<file path="src/design/hpd_cfg.svh">
// Register offsets, reset values and timing counts for the hub power descriptor bank
`ifndef HPD_CFG_SVH
`define HPD_CFG_SVH

`define HPD_OFF_BP_DRAW       8'h0D
`define HPD_OFF_CC_SP         8'h0E
`define HPD_OFF_CC_BP         8'h0F
`define HPD_OFF_PGOOD_DLY     8'h10
`define HPD_OFF_LANG_HI       8'h11
`define HPD_OFF_LANG_LO       8'h12
`define HPD_OFF_MSTR_LEN      8'h13

`define HPD_RST_BP_DRAW       8'h00
`define HPD_RST_CC            8'h32
`define HPD_RST_PGOOD_DLY     8'h00
`define HPD_RST_LANG_HI       8'h00
`define HPD_RST_LANG_LO       8'h00
`define HPD_RST_MSTR_LEN      8'h00

`define HPD_STR_MAX_CHARS     8'h1F
`define HPD_UNIT_MA           2
`define HPD_PGOOD_UNIT_NS     2000000
`define HPD_CLK_PERIOD_NS     8

`endif

</file>
<file path="src/design/hpd_pkg.sv">
// Types shared by the hub power descriptor bank
package hpd_pkg;

   // Power figures handed to the descriptor logic
   typedef struct packed {
      logic [15:0] upstream_draw_ma;
      logic [15:0] controller_ma;
   } hpd_power_t;

   // String geometry handed to the string logic
   typedef struct packed {
      logic [4:0]  char_count;
      logic [5:0]  byte_count;
   } hpd_string_t;

endpackage : hpd_pkg

</file>
<file path="src/design/hpd_bank.sv">
// Hub power descriptor configuration bank
//
// Function
// - Bus-powered upstream draw is an unsigned count of 2 mA units.
// - Self-powered controller current is counted in 2 mA units, excluding peripherals.
// - Self-powered controller current resets to 50, meaning 100 mA.
// - Bus-powered controller current is counted in 2 mA units, excluding peripherals.
// - Bus-powered controller current resets to 50, meaning 100 mA.
// - Power-good delay counts 2 ms intervals from port power-on start.
// - Language identifier is high byte register above low byte register.
// - Maker string length is at most 31 characters; longer is not honoured.
// - Each string character is two bytes, low byte first, bytes twice chars.
`timescale 1ns/10ps
`include "hpd_cfg.svh"

module hpd_bank #(
   parameter int PGOOD_UNIT_CYC = `HPD_PGOOD_UNIT_NS / `HPD_CLK_PERIOD_NS
) (
   input  wire logic                core_clk_in,
   input  wire logic                resetn_in,
   input  wire logic                clk_en_in,
   input  wire logic                cfg_wr_in,
   input  wire logic [7:0]          cfg_addr_in,
   input  wire logic [7:0]          cfg_wdata_in,
   output logic      [7:0]          cfg_rdata_out,
   input  wire logic                self_powered_in,
   input  wire logic                port_pwr_start_in,
   output logic                     port_pwr_good_out,
   output hpd_pkg::hpd_power_t      power_out,
   output logic      [15:0]         lang_id_out,
   output hpd_pkg::hpd_string_t     maker_string_out
);

   // =====================================================================
   // Parameter check
   // =====================================================================
   // A zero-cycle unit would leave the interval counter no edge to count on
   if (PGOOD_UNIT_CYC < 1) begin : g_bad_unit
      $error("PGOOD_UNIT_CYC must be at least one cycle");
   end

   // 2 mA unit count to milliamps
   // A shift, not a multiply, since the unit is a power of two
   function automatic logic [15:0] to_ma(input logic [7:0] units);
      to_ma = 16'({units, 1'b0});
   endfunction : to_ma

   // =====================================================================
   // Register bank
   // =====================================================================
   logic [7:0] bp_draw_r,   bp_draw_nxt;
   logic [7:0] cc_sp_r,     cc_sp_nxt;
   logic [7:0] cc_bp_r,     cc_bp_nxt;
   logic [7:0] pgood_dly_r, pgood_dly_nxt;
   logic [7:0] lang_hi_r,   lang_hi_nxt;
   logic [7:0] lang_lo_r,   lang_lo_nxt;
   logic [7:0] mstr_len_r,  mstr_len_nxt;
   logic [7:0] rdata_r,     rdata_nxt;

   // Write decode and registered read data; read data shows the value after
   // any same-cycle write so a read-back never returns a stale byte
   always_comb begin
      bp_draw_nxt   = bp_draw_r;
      cc_sp_nxt     = cc_sp_r;
      cc_bp_nxt     = cc_bp_r;
      pgood_dly_nxt = pgood_dly_r;
      lang_hi_nxt   = lang_hi_r;
      lang_lo_nxt   = lang_lo_r;
      mstr_len_nxt  = mstr_len_r;
      if (cfg_wr_in) begin
         unique case (cfg_addr_in)
            `HPD_OFF_BP_DRAW:   bp_draw_nxt   = cfg_wdata_in;
            `HPD_OFF_CC_SP:     cc_sp_nxt     = cfg_wdata_in;
            `HPD_OFF_CC_BP:     cc_bp_nxt     = cfg_wdata_in;
            `HPD_OFF_PGOOD_DLY: pgood_dly_nxt = cfg_wdata_in;
            `HPD_OFF_LANG_HI:   lang_hi_nxt   = cfg_wdata_in;
            `HPD_OFF_LANG_LO:   lang_lo_nxt   = cfg_wdata_in;
            `HPD_OFF_MSTR_LEN:  mstr_len_nxt  = cfg_wdata_in;
            default: ;
         endcase
      end
      // Unmapped offsets read as zero
      unique case (cfg_addr_in)
         `HPD_OFF_BP_DRAW:   rdata_nxt = bp_draw_nxt;
         `HPD_OFF_CC_SP:     rdata_nxt = cc_sp_nxt;
         `HPD_OFF_CC_BP:     rdata_nxt = cc_bp_nxt;
         `HPD_OFF_PGOOD_DLY: rdata_nxt = pgood_dly_nxt;
         `HPD_OFF_LANG_HI:   rdata_nxt = lang_hi_nxt;
         `HPD_OFF_LANG_LO:   rdata_nxt = lang_lo_nxt;
         `HPD_OFF_MSTR_LEN:  rdata_nxt = mstr_len_nxt;
         default:            rdata_nxt = 8'h00;
      endcase
   end

   // Register storage with power-on defaults; frozen while the enable is low
   always_ff @(posedge core_clk_in or negedge resetn_in) begin
      if (!resetn_in) begin
         bp_draw_r   <= `HPD_RST_BP_DRAW;
         cc_sp_r     <= `HPD_RST_CC;
         cc_bp_r     <= `HPD_RST_CC;
         pgood_dly_r <= `HPD_RST_PGOOD_DLY;
         lang_hi_r   <= `HPD_RST_LANG_HI;
         lang_lo_r   <= `HPD_RST_LANG_LO;
         mstr_len_r  <= `HPD_RST_MSTR_LEN;
         rdata_r     <= 8'h00;
      end else if (clk_en_in) begin
         bp_draw_r   <= bp_draw_nxt;
         cc_sp_r     <= cc_sp_nxt;
         cc_bp_r     <= cc_bp_nxt;
         pgood_dly_r <= pgood_dly_nxt;
         lang_hi_r   <= lang_hi_nxt;
         lang_lo_r   <= lang_lo_nxt;
         mstr_len_r  <= mstr_len_nxt;
         rdata_r     <= rdata_nxt;
      end
   end

   assign cfg_rdata_out = rdata_r;

   // =====================================================================
   // Descriptor outputs
   // =====================================================================
   hpd_pkg::hpd_power_t  power_r,  power_nxt;
   hpd_pkg::hpd_string_t mstr_r,   mstr_nxt;
   logic [15:0]          lang_r,   lang_nxt;
   logic [4:0]           chars;

   // Mode selects the pair; bus-powered draw already folds in any
   // embedded peripheral, so no extra term is added here
   // Self-powered upstream draw is held elsewhere, so zero stands in here.
   // Values above 100 mA pass through as written; keeping them legal is
   // the configurer's job
   always_comb begin
      if (self_powered_in) begin
         power_nxt.upstream_draw_ma = 16'h0000;
         power_nxt.controller_ma    = to_ma(cc_sp_r);
      end else begin
         power_nxt.upstream_draw_ma = to_ma(bp_draw_r);
         power_nxt.controller_ma    = to_ma(cc_bp_r);
      end
      lang_nxt = {lang_hi_r, lang_lo_r};
      // Overlong lengths are clamped so the string logic never runs past 31
      chars = (mstr_len_r > `HPD_STR_MAX_CHARS) ? 5'h1F : mstr_len_r[4:0];
      mstr_nxt.char_count = chars;
      mstr_nxt.byte_count = {chars, 1'b0};
   end

   // Registered so the descriptor logic never sees a half-updated pair
   always_ff @(posedge core_clk_in or negedge resetn_in) begin
      if (!resetn_in) begin
         power_r <= '0;
         lang_r  <= 16'h0000;
         mstr_r  <= '0;
      end else if (clk_en_in) begin
         power_r <= power_nxt;
         lang_r  <= lang_nxt;
         mstr_r  <= mstr_nxt;
      end
   end

   assign power_out        = power_r;
   assign lang_id_out      = lang_r;
   assign maker_string_out = mstr_r;

   // =====================================================================
   // Port power-good timer
   // =====================================================================
   logic [31:0] unit_cnt_r,  unit_cnt_nxt;
   logic [7:0]  ivl_cnt_r,   ivl_cnt_nxt;
   logic        busy_r,      busy_nxt;
   logic        good_r,      good_nxt;

   // Counts delay intervals of 2 ms; a zero delay gives good next cycle.
   // A fresh start restarts the wait and drops good, unless the delay is zero.
   // Limitation: rewriting the delay mid-wait retargets the compare, and a
   // delay cut below the elapsed count waits out the full 8-bit wrap
   always_comb begin
      unit_cnt_nxt = unit_cnt_r;
      ivl_cnt_nxt  = ivl_cnt_r;
      busy_nxt     = busy_r;
      good_nxt     = good_r;
      if (port_pwr_start_in) begin
         unit_cnt_nxt = 32'h00000000;
         ivl_cnt_nxt  = 8'h00;
         busy_nxt     = (pgood_dly_r != 8'h00);
         good_nxt     = (pgood_dly_r == 8'h00);
      end else if (busy_r) begin
         if (unit_cnt_r == 32'(PGOOD_UNIT_CYC - 1)) begin
            unit_cnt_nxt = 32'h00000000;
            if (ivl_cnt_r == pgood_dly_r - 8'h01) begin
               busy_nxt = 1'b0;
               good_nxt = 1'b1;
            end else begin
               ivl_cnt_nxt = ivl_cnt_r + 8'h01;
            end
         end else begin
            unit_cnt_nxt = unit_cnt_r + 32'h00000001;
         end
      end
   end

   // Timer state freezes with the clock enable like the bank
   always_ff @(posedge core_clk_in or negedge resetn_in) begin
      if (!resetn_in) begin
         unit_cnt_r <= 32'h00000000;
         ivl_cnt_r  <= 8'h00;
         busy_r     <= 1'b0;
         good_r     <= 1'b0;
      end else if (clk_en_in) begin
         unit_cnt_r <= unit_cnt_nxt;
         ivl_cnt_r  <= ivl_cnt_nxt;
         busy_r     <= busy_nxt;
         good_r     <= good_nxt;
      end
   end

   assign port_pwr_good_out = good_r;

endmodule : hpd_bank

</file>
<file path="config.mk">
export PLATFORM = sky130hd
export DESIGN_NAME = hpd_bank
export DESIGN_NICKNAME = d
export VERILOG_FILES = /design/src/design/hpd_pkg.sv /design/src/design/hpd_bank.sv
export VERILOG_INCLUDE_DIRS = /design/src /design/src/design
export SDC_FILE = /design/constraint.sdc
export NUM_CORES = 1
export LEC_CHECK = 0
export BUFFER_PORTS_ARGS = -buffer_cell sky130_fd_sc_hd__buf_4
export CORE_MARGIN = 2
export CORE_UTILIZATION = 31
export DETAILED_ROUTE_END_ITERATION = 16
export GPL_TIMING_DRIVEN = 0
export PLACE_DENSITY = 0.48
export SLEW_MARGIN = 20
export SYNTH_ARGS = -nofsm -noshare
export SYNTH_HDL_FRONTEND = slang
export SYNTH_SLANG_ARGS = --single-unit
</file>
<file path="constraint.sdc">
create_clock -name core_clk_in -period 3.9 [get_ports core_clk_in]
set_input_delay 0.78 -clock core_clk_in [delete_from_list [all_inputs] [get_ports core_clk_in]]
set_output_delay 0.78 -clock core_clk_in [all_outputs]
set_load 0.005 [all_outputs]
</file>
---- Word-level counts from Yosys, hierarchy flattened ----
Cells that the tools add are included.
word-level totals
  register bits after elaboration ......... 159
  output and inout port bits .............. 68
  word-level logic and storage cells ...... 70
operators by class
  add/sub/neg operators ................... 3
  order comparisons ....................... 1
  equality and inequality tests ........... 10
  muxes and demuxes ....................... 32
  reductions and logical operators ........ 8
operators by type and width
  cell                                                                             count
  8-bit two-way mux                                                                18
  32-bit two-way mux                                                               3
  8-bit one-hot mux with 7 select lines                                            1
  32-bit by 1-bit adder with 32-bit output, second input constant                  1
  32-bit by 18-bit equality test with 1-bit output, second input constant          1
  8-bit by 5-bit equality test with 1-bit output, second input constant            4
  25-bit two-way mux                                                               1
  8-bit by 4-bit equality test with 1-bit output, second input constant            3
  8-bit by 1-bit adder with 8-bit output, second input constant                    1
  8-bit equality test                                                              1
  8-bit by 5-bit greater-than comparator with 1-bit output, second input constant  1
  8-bit logical NOT                                                                1
  1-bit two-way mux                                                                8
  4-bit AND reduction                                                              2
  8-bit nonzero test                                                               1
  8-bit by 1-bit subtractor with 8-bit output, second input constant               1
  2-bit nonzero test                                                               3
  5-bit two-way mux                                                                1
  2-bit inequality test, second input constant                                     1
  2-bit AND reduction                                                              1

---- Depth between registers and ports, before layout ----
  word-level depth ........................ 6
  gate-level depth with buffers ........... 9

---- Worst setup path after synthesis ----
OpenSTA, ideal clock, no wires.
  path kind ............................... input-to-reg
  from .................................... input cfg_addr_in[5]
  to ...................................... register lang_lo_r[0]
  arrival time ............................ 2.450 ns
  setup slack ............................. 1.326 ns
  stages .................................. 7
  cell sequence ........................... nor3_1 clkbuf_1 and3b_1 clkbuf_1 and2_1 clkbuf_1 mux2_2
between the ends
  word-level cells in the longest chain between the ends .. 3
ends and longest elaborated chain
  item                                            line             text
  start: declaration                              hpd_bank.sv:23   input wire logic [7:0] cfg_addr_in,
  8-bit by 5-bit equality test with 1-bit output  hpd_bank.sv:71   unique case (cfg_addr_in)
  8-bit two-way mux                               hpd_bank.sv:71
  8-bit two-way mux                               hpd_bank.sv:70   if (cfg_wr_in) begin
  end signal: assignment                          hpd_bank.sv:103  lang_lo_r <= `HPD_RST_LANG_LO;
  end signal: assignment                          hpd_bank.sv:112  lang_lo_r <= lang_lo_nxt;
  end: declaration                                hpd_bank.sv:56   logic [7:0] lang_lo_r, lang_lo_nxt;
No other way between the ends.
A chain may end at the register's enable or synchronous reset.

---- Worst setup path after layout ----
Same ends and word-level chain as after synthesis.

==> results.json <==
{
  "syn-instance-count": 668,
  "setup_viol": 0,
  "clock_latency_ns": 0.43,
  "synth_most_common_cell": "dfrtp_1",
  "synthFlopType": "dfrtp_1",
  "core-area_mm2": 0.0227,
  "num_rows": 55,
  "synth_edf_count": 0,
  "layout-drive-gt1-share": 0.284,
  "pwr-share-comb": 0.102,
  "worst_pin_slew_ns": 0.949,
  "worstPathMaxFanout": 10,
  "synth_cell_type_count": 67,
  "outcome": "finished, final reports clean",
  "crit_type": "in -> reg",
  "cts_resized": 0,
  "p_int_mw": 2.56,
  "async_flop_share": 1.00,
  "post-place-ws_ns": 0.569,
  "final_core_utilization": 0.385,
  "area_growth_pct": 21.4,
  "dieWidth_um": 156,
  "drtAntennaViolNets": 0,
  "worstReg2RegEnd": "busy_r",
  "endpoint_kind": "register",
  "ys_warn_count": 0,
  "antenna_found_initial": 0,
  "dr_total_vias": 5462,
  "ir_drop_mv": 0.198,
  "cts.path.max_buffers": 2,
  "clockPowerShare": 0.448,
  "max_cap_viol_count": 0,
  "p_total_mw": 3.57,
  "hold_path.class": "in -> async",
  "post_drt_via_cell_ratio": 5.10,
  "worstPathArrival_ns": 3.22,
  "rsz0062_at_grt": "no",
  "numPortBuffers": 69,
  "largest_reg_flops": 32,
  "worstRegToRegCells": 8,
  "grt_first_pass_wirelength_mm": 31.4,
  "rrSetupSlack_ns": 1.11,
  "drc": 0,
  "die_area_mm2": 0.0245,
  "synth_area_leaders": "dfrtp_1 (48%), mux2_2 (12%), nor2_1 (3.1%)",
  "cts-root-buf": "clkbuf_16",
  "die_h_um": 156,
  "finClkSkew_ns": 0.0127,
  "first_pass_iters": 5,
  "tritoncts": "yes",
  "synth_top_cell_area_share": 0.476,
  "cts_sinks": 143,
  "p_per_area_mw_per_mm2": 408,
  "routabilityCongestion": 0.850,
  "synth_commonest_cells": "dfrtp_1 (137), mux2_2 (76), nor2_1 (60), nand2_1 (40), nand3_1 (27)",
  "switching_share": 0.284,
  "numCtsBuffers": 17,
  "finalHoldViolCount": 0,
  "setup_slack_ns": 0.994,
  "power_frac_seq": 0.450,
  "synth_area_mm2": 0.00721,
  "yosysTopAreaCell": "dfrtp_1",
  "track_usage": 0.167,
  "worstReg2RegStart": "pgood_dly_r[0]",
  "cts_setup_buffers": 0,
  "grt_overflow_total": 0,
  "syn_area_per_cell_um2": 10.8,
  "hpwl_mm": 14.0,
  "fin_crit_sh": 0.745,
  "min_period_ns": 2.91,
  "ys_seq_area_frac": 0.498,
  "drt_first_iter_violations": 311,
  "start_kind": "input port",
  "htree_num_levels": 4,
  "clk_pin_slew_ns": 0.07,
  "start_util": 0.317,
  "relSlewSlack": 0.362,
  "placedCellCount": 1039,
  "tns_ns": 0,
  "nets": 799,
  "final_max_slew_viol_count": 0,
  "ios": 90,
  "regMostFlops": "unit_cnt_r",
  "instances_no_fill": 1071,
  "fmax_mhz": 344,
  "antenna_cells": 0,
  "drt_wl_total_mm": 19.6,
  "grt_max_degree": 88,
  "grt_pass1_vias": 5684,
  "cp.required_ns": 4.21,
  "p_leak_nw": 4.10,
  "fillers": 2286,
  "wl_per_cell_um": 18.3,
  "p_sw_mw": 1.01,
  "cts-hold-fix-buffers": 0,
  "synth-seq-cells": 143
}
-- worst max path at each step --
stage / startpoint / endpoint / slack [ns] / cells past startpoint
after CTS: cfg_addr_in[5] / lang_lo_r[0] / 1.03 / 8
after detailed placement: cfg_addr_in[5] / lang_lo_r[3] / 0.57 / 8
after floorplan: cfg_addr_in[5] / lang_lo_r[0] / 1.33 / 7
after global routing: cfg_addr_in[2] / lang_lo_r[1] / 0.85 / 7
after global placement: cfg_addr_in[5] / lang_lo_r[2] / 0.57 / 8
final: cfg_addr_in[5] / lang_lo_r[0] / 0.99 / 8
-- power groups by stage --
| stage | Sequential [mW] | Clock, mW | Combinational [mW] |
|---|---|---|---|
| 2_1_floorplan | 1.62 | 0 | 0.212 |
| 3_3_place_gp | 1.63 | 0 | 0.354 |
| 3_5_place_dp | 1.64 | 0 | 0.366 |
| 4_1_cts | 1.61 | 1.63 | 0.368 |
| 5_1_grt | 1.62 | 1.71 | 0.405 |
| 6_report | 1.61 | 1.60 | 0.363 |
-- critical path, stage by stage --
cell and delay, ns:
buf_4 0.11, nor3_1 0.29, clkbuf_1 0.35, and3b_1 0.21, clkbuf_1 0.42, and2_1 0.20
clkbuf_1 0.46, mux2_2 0.40
-- area by class of cell --
| class | count | area, µm² | area share |
|---|---|---|---|
| flip-flops and latches | 143 | 3590 | 0.410 |
| multi-input cells | 465 | 3300 | 0.377 |
| repair buffers | 70 | 553 | 0.0632 |
| clock buffers | 18 | 429 | 0.0491 |
| well taps | 285 | 357 | 0.0408 |
| plain buffers | 54 | 300 | 0.0343 |
| clock inverters | 14 | 141 | 0.0162 |
| inverters | 22 | 82.6 | 0.00944 |
-- through the flow --
step,hold slack (ns),instance area (µm²)
2_1_floorplan,0.471,7270
3_3_place_gp,0.493,8140
3_5_place_dp,0.497,8180
4_1_cts,0.386,8750
5_1_grt,0.428,8750
6_report,0.368,8750
-- cells in the final DEF (no fill, tap or decap), drive strengths merged, types with 8 or more instances in the layout --
cell type / synthesis / final
a22oi: 12 / 12
xnor2: 16 / 16
xor2: 21 / 21
mux2i: 9 / 9
nor3: 13 / 13
nor4: 9 / 9
nand3b: 11 / 11
o21ai: 25 / 25
conb: 1 / 17
and3: 8 / 8
inv: 21 / 30
dfrtp: 137 / 137
nand2: 41 / 41
nand4: 11 / 11
a21oi: 21 / 21
clkbuf: 22 / 40
nand3: 27 / 27
buf: 32 / 102
nor2: 61 / 61
mux2: 76 / 76
-- metal layers --
layer	global-route usage	vias up	routed length [µm]
li1	-	2581	-
met1	0.218	2710	9090
met5	0	-	0
met3	0.0349	27	797
met4	0.0511	0	345
met2	0.278	144	9420
-- kinds of logic (layout without fill, tap and decap cells) --
kind of cell / count (synthesis) / after routing / share of synthesized area
other: 1 / 17 / 0.000520
and+or+nand+nor: 205 / 205 / 0.148
xor gates and xnor gates: 37 / 37 / 0.0450
AOI/OAI and AO/OA: 117 / 117 / 0.117
buffers and inverters: 76 / 178 / 0.0531
DFF: 143 / 143 / 0.498
muxes: 85 / 85 / 0.131
adders and majority gates: 4 / 4 / 0.00694
(Power assumes the default switching activity.)
